File: config.mk
export PLATFORM = sky130hd
export DESIGN_NAME = usdp_top
export DESIGN_NICKNAME = d
export VERILOG_FILES = /design/src/usdp_pkg.sv /design/src/usdp_fifo_if.sv /design/src/usdp_fifo.sv /design/src/usdp_top.sv
export VERILOG_INCLUDE_DIRS = /design/src
export SDC_FILE = /design/constraint.sdc
export NUM_CORES = 1
export LEC_CHECK = 0
export BUFFER_PORTS_ARGS = -buffer_cell sky130_fd_sc_hd__buf_2
export CORE_MARGIN = 1.5
export CORE_UTILIZATION = 60
export CTS_BUF_LIST = sky130_fd_sc_hd__clkbuf_8
export CTS_CLUSTER_SIZE = 14
export DETAILED_ROUTE_END_ITERATION = 6
export PLACE_DENSITY = 0.82
export SYNTH_ARGS = -nofsm -noshare
export SYNTH_HDL_FRONTEND = slang
export SYNTH_SLANG_ARGS = --single-unit
File: constraint.sdc
create_clock -name core_clk_in -period 11.7 [get_ports core_clk_in]
set_input_delay 0.585 -clock core_clk_in [delete_from_list [all_inputs] [get_ports core_clk_in]]
set_output_delay 0.585 -clock core_clk_in [all_outputs]
set_load 0.1 [all_outputs]
File: src/usdp_map.svh
/*
  Address map, field positions, reset values and sizes of the shadow
  data port. Assumes a 32-bit APB master with word-aligned accesses.
*/
// Functional notes
// - Sixteen consecutive 32-bit word aliases all reach the same data path.
// - Alias read returns received byte in bits 7:0, serial or infrared source.
// - Read data is meaningful only while the byte-available flag is set.
// - FIFOs off: new byte overwrites unread byte and raises overrun.
// - FIFOs on: alias read returns and consumes receive FIFO head.
// - Receive FIFO full: keep contents, drop new byte, raise overrun.
// - Alias write queues low byte for serial or infrared transmit.
// - FIFOs off: one write clears the transmit-holding-empty flag.
// - FIFOs off: further writes replace the pending transmit byte.
// - FIFOs on: depth writes (default 16) accepted before FIFO full.
// - Write while transmit FIFO full is dropped, contents unchanged.
`ifndef USDP_MAP_SVH
`define USDP_MAP_SVH

// ****************************************************************
// Register addresses
// ****************************************************************
`define USDP_ADDR_WORD_11     32'h5000115c
`define USDP_ADDR_WORD_12     32'h50001160
`define USDP_ALIAS_WORDS      16
`define USDP_ALIAS_BASE       (`USDP_ADDR_WORD_11 - 32'h0000002c)
`define USDP_ALIAS_SPAN       32'h00000040
`define USDP_ADDR_CTRL        32'h50001170
`define USDP_ADDR_LINE        32'h50001174
`define USDP_ADDR_IRQ_STAT    32'h50001178
`define USDP_ADDR_IRQ_MASK    32'h5000117c

// ****************************************************************
// Field positions and reset values
// ****************************************************************
`define USDP_CTRL_FIFO_EN     0
`define USDP_CTRL_IR_MODE     1
`define USDP_LINE_RX_AVAIL    0
`define USDP_LINE_OVERRUN     1
`define USDP_LINE_TX_EMPTY    5
`define USDP_IRQ_RX_AVAIL     0
`define USDP_IRQ_OVERRUN      1
`define USDP_IRQ_TX_EMPTY     2
`define USDP_IRQ_BITS         3
`define USDP_IRQ_RESET        3'h0
`define USDP_FIFO_DEPTH       16
`define USDP_DATA_RESET       8'h00

`endif

File: src/usdp_pkg.sv
/*
  Types shared by the shadow data port modules.
  Assumes usdp_map.svh is on the include path.
*/
package usdp_pkg;

  typedef logic [7:0] usdp_byte_t;

  typedef enum logic [1:0] {
    USDP_APB_IDLE   = 2'b01,
    USDP_APB_ANSWER = 2'b10
  } usdp_apb_e;

endpackage : usdp_pkg

File: src/usdp_fifo_if.sv
/*
  Connection between the port logic and one byte store.
  Assumes both ends run on the same clock.
*/
`timescale 1ns/1ps

interface usdp_fifo_if;
  import usdp_pkg::*;

  logic       push;
  logic       pop;
  logic       flush;
  logic       single;
  usdp_byte_t wdata;
  usdp_byte_t rdata;
  logic       full;
  logic       empty;

  modport owner (output push, pop, flush, single, wdata,
                 input  rdata, full, empty);
  modport store (input  push, pop, flush, single, wdata,
                 output rdata, full, empty);
endinterface : usdp_fifo_if

File: src/usdp_fifo.sv
/*
  Byte store that acts as a FIFO of DEPTH entries, or as a single
  holding register whose unread byte a new push replaces.
  Assumes push and pop are same-clock strobes.
*/
`timescale 1ns/1ps
`include "usdp_map.svh"

module usdp_fifo
  import usdp_pkg::*;
#(
  parameter int DEPTH = `USDP_FIFO_DEPTH
) (
  // Clock and reset
  input  wire logic   clk_in,
  input  wire logic   rst_in,
  input  wire logic   ce_in,
  // Store side
  usdp_fifo_if.store  f
);

  localparam int AW = (DEPTH > 1) ? $clog2(DEPTH) : 1;
  localparam int CW = $clog2(DEPTH + 1);
  localparam logic [CW-1:0] DEPTH_C = CW'(DEPTH);
  localparam logic [AW-1:0] LAST_C  = AW'(DEPTH - 1);

  usdp_byte_t      mem_reg [DEPTH];
  usdp_byte_t      mem_next [DEPTH];
  logic [AW-1:0]   rd_reg, rd_next;
  logic [AW-1:0]   wr_reg, wr_next;
  logic [CW-1:0]   cnt_reg, cnt_next;
  logic            do_pop;
  logic            do_push;
  logic            do_over;

  assign f.empty = (cnt_reg == '0);
  assign f.full  = f.single ? (cnt_reg != '0) : (cnt_reg == DEPTH_C);
  assign f.rdata = mem_reg[rd_reg];

  always_comb begin
    do_pop   = f.pop & ~f.empty;
    // Full store takes a push only when a pop frees room this cycle
    do_push  = f.push & (~f.full | do_pop);
    // Holding mode: unread byte is replaced in place
    do_over  = f.push & f.single & f.full & ~do_pop;
    mem_next = mem_reg;
    rd_next  = rd_reg;
    wr_next  = wr_reg;
    cnt_next = cnt_reg;
    if (do_over) begin
      mem_next[rd_reg] = f.wdata;
    end
    if (do_push) begin
      mem_next[wr_reg] = f.wdata;
      wr_next = (wr_reg == LAST_C) ? '0 : wr_reg + AW'(1);
    end
    if (do_pop) begin
      rd_next = (rd_reg == LAST_C) ? '0 : rd_reg + AW'(1);
    end
    cnt_next = cnt_reg + CW'(do_push) - CW'(do_pop);
    if (f.flush) begin
      rd_next  = '0;
      wr_next  = '0;
      cnt_next = '0;
    end
  end

  always_ff @(posedge clk_in or posedge rst_in) begin
    if (rst_in) begin
      for (int i = 0; i < DEPTH; i++) begin
        mem_reg[i] <= `USDP_DATA_RESET;
      end
      rd_reg  <= '0;
      wr_reg  <= '0;
      cnt_reg <= '0;
    end else if (ce_in) begin
      mem_reg <= mem_next;
      rd_reg  <= rd_next;
      wr_reg  <= wr_next;
      cnt_reg <= cnt_next;
    end
  end

endmodule : usdp_fifo

File: src/usdp_top.sv
/*
  Shadow data port of a serial port: APB slave with sixteen aliased
  data words, receive and transmit byte stores, line state, control
  and interrupt registers.
  Assumes the serialisers sit outside on the same clock: received
  bytes arrive as one-cycle strobes, transmit bytes leave by
  valid/ready.
*/
`timescale 1ns/1ps
`include "usdp_map.svh"

module usdp_top
  import usdp_pkg::*;
#(
  parameter int RX_DEPTH = `USDP_FIFO_DEPTH,
  parameter int TX_DEPTH = `USDP_FIFO_DEPTH
) (
  // Clock, reset, enable
  input  wire logic        core_clk_in,
  input  wire logic        reset_in,
  input  wire logic        clk_en_in,
  // APB slave
  input  wire logic        psel_in,
  input  wire logic        penable_in,
  input  wire logic        pwrite_in,
  input  wire logic [31:0] paddr_in,
  input  wire logic [31:0] pwdata_in,
  input  wire logic [3:0]  pstrb_in,
  output logic      [31:0] prdata_out,
  output logic             pready_out,
  output logic             pslverr_out,
  // Received bytes from the line deserialisers
  input  wire logic        rx_serial_valid_in,
  input  wire usdp_byte_t  rx_serial_data_in,
  input  wire logic        rx_ir_valid_in,
  input  wire usdp_byte_t  rx_ir_data_in,
  // Transmit bytes to the line serialisers
  output logic             tx_serial_valid_out,
  output logic             tx_ir_valid_out,
  output usdp_byte_t       tx_data_out,
  input  wire logic        tx_ready_in,
  // Mode and interrupt
  output logic             fifo_enable_out,
  output logic             ir_mode_out,
  output logic             irq_out
);

  // ****************************************************************
  // Address decode
  // ****************************************************************
  function automatic logic is_alias(input logic [31:0] a);
    logic [31:0] off;
    off = a - `USDP_ALIAS_BASE;
    // One offset covers every alias word, so bursts stay on one path
    return (a >= `USDP_ALIAS_BASE) && (off < `USDP_ALIAS_SPAN);
  endfunction : is_alias

  function automatic logic is_mapped(input logic [31:0] a);
    return is_alias(a) || (a == `USDP_ADDR_CTRL) ||
           (a == `USDP_ADDR_LINE) || (a == `USDP_ADDR_IRQ_STAT) ||
           (a == `USDP_ADDR_IRQ_MASK);
  endfunction : is_mapped

  // ****************************************************************
  // Declarations
  // ****************************************************************
  usdp_fifo_if rx_f ();
  usdp_fifo_if tx_f ();

  usdp_apb_e                   state_reg, state_next;
  logic [31:0]                 prdata_reg, prdata_next;
  logic                        fifo_en_reg, fifo_en_next;
  logic                        ir_mode_reg, ir_mode_next;
  logic                        overrun_reg, overrun_next;
  logic                        tx_empty_d_reg, tx_empty_d_next;
  logic [`USDP_IRQ_BITS-1:0]   irq_stat_reg, irq_stat_next;
  logic [`USDP_IRQ_BITS-1:0]   irq_mask_reg, irq_mask_next;
  logic [`USDP_IRQ_BITS-1:0]   irq_event;
  logic [31:0]                 rd_word;
  logic                        xfer;
  logic                        wr_done;
  logic                        rd_done;
  logic                        lane0;
  logic                        rx_push;
  usdp_byte_t                  rx_byte;
  logic                        overrun_evt;
  logic                        flush;
  // Register selects, at most one high at a time
  logic                        sel_alias;
  logic                        sel_ctrl;
  logic                        sel_line;
  logic                        sel_stat;
  logic                        sel_mask;

  // ****************************************************************
  // Register select
  // ****************************************************************
  // Decoded once so every path agrees on which word is addressed
  assign sel_alias = is_alias(paddr_in);
  assign sel_ctrl  = (paddr_in == `USDP_ADDR_CTRL);
  assign sel_line  = (paddr_in == `USDP_ADDR_LINE);
  assign sel_stat  = (paddr_in == `USDP_ADDR_IRQ_STAT);
  assign sel_mask  = (paddr_in == `USDP_ADDR_IRQ_MASK);

  // ****************************************************************
  // Byte stores
  // ****************************************************************
  usdp_fifo #(
    .DEPTH  (RX_DEPTH)
  ) u_rx_store (
    .clk_in (core_clk_in),
    .rst_in (reset_in),
    .ce_in  (clk_en_in),
    .f      (rx_f.store)
  );

  usdp_fifo #(
    .DEPTH  (TX_DEPTH)
  ) u_tx_store (
    .clk_in (core_clk_in),
    .rst_in (reset_in),
    .ce_in  (clk_en_in),
    .f      (tx_f.store)
  );

  // ****************************************************************
  // Bus handshake
  // ****************************************************************
  // One answer cycle after setup; frozen enable holds the answer off
  assign pready_out  = (state_reg == USDP_APB_ANSWER) & clk_en_in;
  assign xfer        = psel_in & penable_in & pready_out;
  assign wr_done     = xfer & pwrite_in;
  assign rd_done     = xfer & ~pwrite_in;
  assign pslverr_out = pready_out & ~is_mapped(paddr_in);
  assign prdata_out  = prdata_reg;
  assign lane0       = pstrb_in[0];

  always_comb begin
    state_next = state_reg;
    case (state_reg)
      USDP_APB_IDLE: begin
        if (psel_in & ~penable_in) begin
          state_next = USDP_APB_ANSWER;
        end
      end
      USDP_APB_ANSWER: begin
        if (xfer) begin
          state_next = USDP_APB_IDLE;
        end
      end
      default: begin
        state_next = USDP_APB_IDLE;
      end
    endcase
  end

  // ****************************************************************
  // Read data, captured in the setup cycle
  // ****************************************************************
  always_comb begin
    rd_word = '0;
    if (sel_alias) begin
      // Upper byte and above read zero; head is meaningful only
      // while the byte-available flag is set
      rd_word[7:0] = rx_f.empty ? `USDP_DATA_RESET :
                                  rx_f.rdata;
    end else if (sel_ctrl) begin
      rd_word[`USDP_CTRL_FIFO_EN] = fifo_en_reg;
      rd_word[`USDP_CTRL_IR_MODE] = ir_mode_reg;
    end else if (sel_line) begin
      rd_word[`USDP_LINE_RX_AVAIL] = ~rx_f.empty;
      rd_word[`USDP_LINE_OVERRUN]  = overrun_reg;
      rd_word[`USDP_LINE_TX_EMPTY] = tx_f.empty;
    end else if (sel_stat) begin
      rd_word[`USDP_IRQ_BITS-1:0] = irq_stat_reg;
    end else if (sel_mask) begin
      rd_word[`USDP_IRQ_BITS-1:0] = irq_mask_reg;
    end
    // Capture at setup keeps the decode out of the answer cycle
    prdata_next = prdata_reg;
    if ((state_reg == USDP_APB_IDLE) & psel_in & ~penable_in &
        ~pwrite_in) begin
      prdata_next = rd_word;
    end
  end

  // ****************************************************************
  // Receive path
  // ****************************************************************
  // Only the selected line feeds the store; the other is ignored
  always_comb begin
    rx_push = ir_mode_reg ? rx_ir_valid_in : rx_serial_valid_in;
    rx_byte = ir_mode_reg ? rx_ir_data_in  : rx_serial_data_in;
  end

  assign rx_f.push   = rx_push;
  assign rx_f.wdata  = rx_byte;
  // Holding mode when FIFOs are off
  assign rx_f.single = ~fifo_en_reg;
  // Any alias read consumes the head in either mode
  assign rx_f.pop    = rd_done & sel_alias;
  assign rx_f.flush  = flush;
  // Full store and no pop: holding mode overwrites, FIFO mode drops
  assign overrun_evt = rx_push & rx_f.full & ~rx_f.pop;

  // ****************************************************************
  // Transmit path
  // ****************************************************************
  // Only the low lane carries the byte; bits 31:8 are dropped
  assign tx_f.push   = wr_done & sel_alias & lane0;
  assign tx_f.wdata  = pwdata_in[7:0];
  // Holding mode replaces a pending byte; FIFO mode drops when full
  assign tx_f.single = ~fifo_en_reg;
  // Head leaves only on valid and ready; a frozen enable holds it
  assign tx_f.pop    = tx_ready_in & ~tx_f.empty & clk_en_in;
  assign tx_f.flush  = flush;
  assign tx_data_out = tx_f.rdata;

  always_comb begin
    tx_serial_valid_out = ~tx_f.empty & ~ir_mode_reg;
    tx_ir_valid_out     = ~tx_f.empty &  ir_mode_reg;
  end

  // ****************************************************************
  // Control, line state and interrupts
  // ****************************************************************
  // Switching FIFO mode empties both stores so no stale byte leaks
  assign flush = wr_done & lane0 & sel_ctrl &
                 (pwdata_in[`USDP_CTRL_FIFO_EN] != fifo_en_reg);

  always_comb begin
    irq_event = '0;
    irq_event[`USDP_IRQ_RX_AVAIL] = rx_push & ~rx_f.full;
    irq_event[`USDP_IRQ_OVERRUN]  = overrun_evt;
    irq_event[`USDP_IRQ_TX_EMPTY] = tx_f.empty & ~tx_empty_d_reg;
  end

  always_comb begin
    fifo_en_next    = fifo_en_reg;
    ir_mode_next    = ir_mode_reg;
    irq_mask_next   = irq_mask_reg;
    irq_stat_next   = irq_stat_reg;
    overrun_next    = overrun_reg;
    tx_empty_d_next = tx_f.empty;
    if (wr_done & lane0) begin
      if (sel_ctrl) begin
        fifo_en_next = pwdata_in[`USDP_CTRL_FIFO_EN];
        ir_mode_next = pwdata_in[`USDP_CTRL_IR_MODE];
      end
      if (sel_mask) begin
        irq_mask_next = pwdata_in[`USDP_IRQ_BITS-1:0];
      end
      if (sel_stat) begin
        irq_stat_next = irq_stat_reg & ~pwdata_in[`USDP_IRQ_BITS-1:0];
      end
    end
    // Overrun flag clears when line state is read
    if (rd_done & sel_line) begin
      overrun_next = 1'b0;
    end
    // New events win over a clear in the same cycle
    irq_stat_next = irq_stat_next | irq_event;
    if (overrun_evt) begin
      overrun_next = 1'b1;
    end
  end

  // Level output: stays up until software clears or masks the cause
  assign irq_out         = |(irq_stat_reg & irq_mask_reg);
  assign fifo_enable_out = fifo_en_reg;
  assign ir_mode_out     = ir_mode_reg;

  // ****************************************************************
  // State registers
  // ****************************************************************
  // Bus handshake and read capture
  always_ff @(posedge core_clk_in or posedge reset_in) begin
    if (reset_in) begin
      state_reg      <= USDP_APB_IDLE;
      prdata_reg     <= '0;
    end else if (clk_en_in) begin
      state_reg      <= state_next;
      prdata_reg     <= prdata_next;
    end
  end

  // Mode, line state and interrupt flags
  always_ff @(posedge core_clk_in or posedge reset_in) begin
    if (reset_in) begin
      fifo_en_reg    <= 1'b0;
      ir_mode_reg    <= 1'b0;
      overrun_reg    <= 1'b0;
      tx_empty_d_reg <= 1'b1;
      irq_stat_reg   <= `USDP_IRQ_RESET;
      irq_mask_reg   <= `USDP_IRQ_RESET;
    end else if (clk_en_in) begin
      fifo_en_reg    <= fifo_en_next;
      ir_mode_reg    <= ir_mode_next;
      overrun_reg    <= overrun_next;
      tx_empty_d_reg <= tx_empty_d_next;
      irq_stat_reg   <= irq_stat_next;
      irq_mask_reg   <= irq_mask_next;
    end
  end

endmodule : usdp_top

==> flow_summary.yaml <==
finish:
  stdcell_count: 1606
  fin_util_pct: 66.81
  area_growth_pct: 9.585
  stdcell_area_um2: 17410
  layout.cells.most_common: "dfrtp_1"
  final_cell_mix: "298 x dfrtp_1, 253 x mux2_2, 88 x buf_2, 82 x mux4_2, 56 x clkbuf_8"
  final_net_count: 1360
  fillerInstances: 1818
  drive_gt1_share_pct: 44.88
job:
  max-cap-violations: 0
global_routing:
  grt_pass1_wl_um: 57570
  antenna_found_initial: 1
  grt_max_degree: 156
  grt_usage_pct: 26.60
  grt_overflow: 0
  grt_pass1_vias: 10360
routing:
  drt-pass1-iter-count: 6
  antenna_left: 0
  wl_per_cell_um: 22.31
  drc: 0
  routed_wl_um: 35830
  vias: 10190
  via_per_inst: 6.346
  first_iter_violations: 856
setup_path:
  path_max_fanout: 17
  timing.setup.critical_path_class: "primary input to flop"
  end_kind: "flop"
  crit_arrival_ns: 4.78
  worst_ep_required_time_ns: 12.14
  crit_top_cell: "o21ai_0"
  start_kind: "primary input"
  crit_slowest_cell: "nor3_4"
  crit_chain: "buf_2 > o31ai_1 > o211ai_1 > xor2_1 > nand4_1 > or3_1 > nor3_4 > o21ai_0 > ha_1 > inv_1 > fa_1 > inv_1 > a21oi_1 > nor2_1 > nor2_1 > xnor2_1 > o21ai_0 > nand2_1 > o21ai_0"
  slowest_delay_ns: 0.84
  startpoint: "paddr_in[11]"
  r2r-start: "u_tx_store.cnt_reg[2]$_DFFE_PP0P_"
place:
  gp_congestion: 0.8974
  portBuffers: 88
  hpwl_um: 22950
  placed_cells: 1523
  place_area_um2: 16490
clock_tree:
  numCtsBuffers: 48
  post_cts.repair.setup_buffers: 0
  clkLatencyLatePin_ns: 0.57
  cts_tree: "built"
  cts.sinks: 302
  cts-htree-levels: 2
  clockBufferDepth: 3
  clk_pin_slew_ns: 0.06
  hold_buffers: 0
  cts-resized-gates: 0
  root_buffer: "clkbuf_8"
logic_synthesis:
  syn_area_um2: 15890
  synthCells: 1153
  ys_async_sr_fraction_pct: 100.0
  synth_edf_count: 0
  yosysWarnings: 0
  synth_top_area_cell: "dfrtp_1"
  synthDistinctLibCells: 73
  synth_area_per_cell_um2: 13.78
  synth_seq_cells: 302
  synth_top_cell_area_share_pct: 47.26
  synthTopCellsByArea: "dfrtp_1 47%, mux2_2 18%, mux4_2 12%, ha_1 2.1%, mux2_4 1.5%"
  synthFlopType: "dfrtp_1"
  yosysSeqAreaShare_pct: 47.59
sta:
  setup_tns_ns: 0
  post-route-period-util_pct: 37.03
  slew_viol_final: 0
  hold_viol: 0
  max_slew_margin_pct: 28.85
  finClkSkew_ns: 0.02499
  max_freq_ghz: 0.2308
  final-setup-viol-count: 0
  post-route-min-period_ns: 4.333
  tightest_slew_ns: 1.067
  grt_setup_unrepaired: "no"
pwr:
  switching_share_pct: 31.14
  intPower_uw: 1836
  p_sw_uw: 830.2
  p_seq_share_pct: 45.0
  irDropWorstVdd_mv: 0.2564
  p_leak_uw: 0.008037
  powerDensity_nw_per_um2: 153.1
  clkPwrFrac_pct: 32.7
  combPwrFrac_pct: 22.3
hold_path:
  hp-start: "psel_in"
  worstHoldPathType: "primary input to flop"
floorplanning:
  die_y_um: 165.7
  fp.dieArea_um2: 27460
  rows: 59
  floorplan.die.width_um: 165.7
  fp.coreArea_um2: 26060
  io_pins: 140
  start_util_pct: 60.96
status:
  status: "complete, no violations"
[worst max-delay path, delay by kind of cell]
family | cells | cell delay, ns
compound gates | 6 | 1.05
xor+xnor | 2 | 0.47
fa+ha+maj | 2 | 0.46
buf+inv | 3 | 0.25
simple gates | 6 | 1.95
[power by group through the flow]
stage,combinational (µW),clock [µW],sequential (µW)
5_1_grt,656,930,1210
4_1_cts,598,885,1200
3_5_place_dp,594,0,1220
2_1_floorplan,499,0,1190
3_3_place_gp,576,0,1210
6_report,595,871,1200
[cells in the mapped netlist (all sizes together), types with 4 or more instances]
cell type,number
dfrtp,300
mux2,270
mux4,82
nand2,44
clkbuf,43
buf,42
nor2,36
nand3,31
inv,30
nand4,28
ha,27
o21ai,25
o22ai,24
a211oi,20
a21oi,16
nand2b,13
nor3,12
mux2i,10
nor2b,10
nor4,9
xor2,7
a21o,6
or3,6
xnor2,5
a31oi,4
and2,4
or2,4
[logic make-up (layout without fill, tap and decap cells)]
| family | Yosys count | after routing | share of synthesized area [%] |
|---|---|---|---|
| multiplexers | 362 | 362 | 31.77 |
| flip-flops | 302 | 302 | 47.59 |
| AND/OR/NAND/NOR | 212 | 212 | 7.561 |
| AO/OA/AOI/OAI | 120 | 120 | 6.663 |
| buffers and inverters | 115 | 209 | 3.355 |
| adder cells (fa/ha/maj) | 29 | 29 | 2.378 |
| XOR/XNOR | 12 | 12 | 0.6616 |
| other | 1 | 25 | 0.02360 |
[metal layers]
layer,up-vias,part of all wire (%),track usage (%)
met4,0,3.4,10.58
li1,4472,-,-
met1,5270,42,36.32
met2,355,49,43.06
met5,-,0,0
met3,94,5.2,4.301
[area by class of cell]
class                   instances  area, µm²  area share, %
well taps                     335      419.2          2.408
clock inverters                26      146.4         0.8409
diodes                          1      2.502        0.01437
flip-flops and latches        302       7562          43.44
clock buffers                  56      770.7          4.427
multi-input cells             759       7880          45.26
repair buffers                 97      508.0          2.918
inverters                      30      120.1         0.6900
[stage by stage]
step	worst slack (ns)	power, µW	hold slack (ns)
after floorplan	2.772	1684	0.4533
after global placement	6.959	1788	0.4653
after detailed placement	6.888	1810	0.4697
after CTS	7.415	2682	0.1602
after global routing	6.967	2796	0.1931
final	7.367	2666	0.1895
[final timing paths]
path                            cells past startpoint  slack, ns                                 end
worst max-delay path                               19       7.37   u_rx_store.cnt_reg[4]$_DFFE_PP0P_
worst min-delay path                                2       0.19            state_reg[0]$_DFFE_PP1P_
worst max register to register                     15       7.49   u_tx_store.cnt_reg[4]$_DFFE_PP0P_
worst min register to register                      2       0.48           prdata_out[2]$_DFFE_PP0P_
max in group asynchronous                           4       9.02  u_rx_store.mem_reg[72]$_DFFE_PP0P_
min in group asynchronous                           2       0.27   u_rx_store.cnt_reg[2]$_DFFE_PP0P_
(Power assumes the default switching activity.)
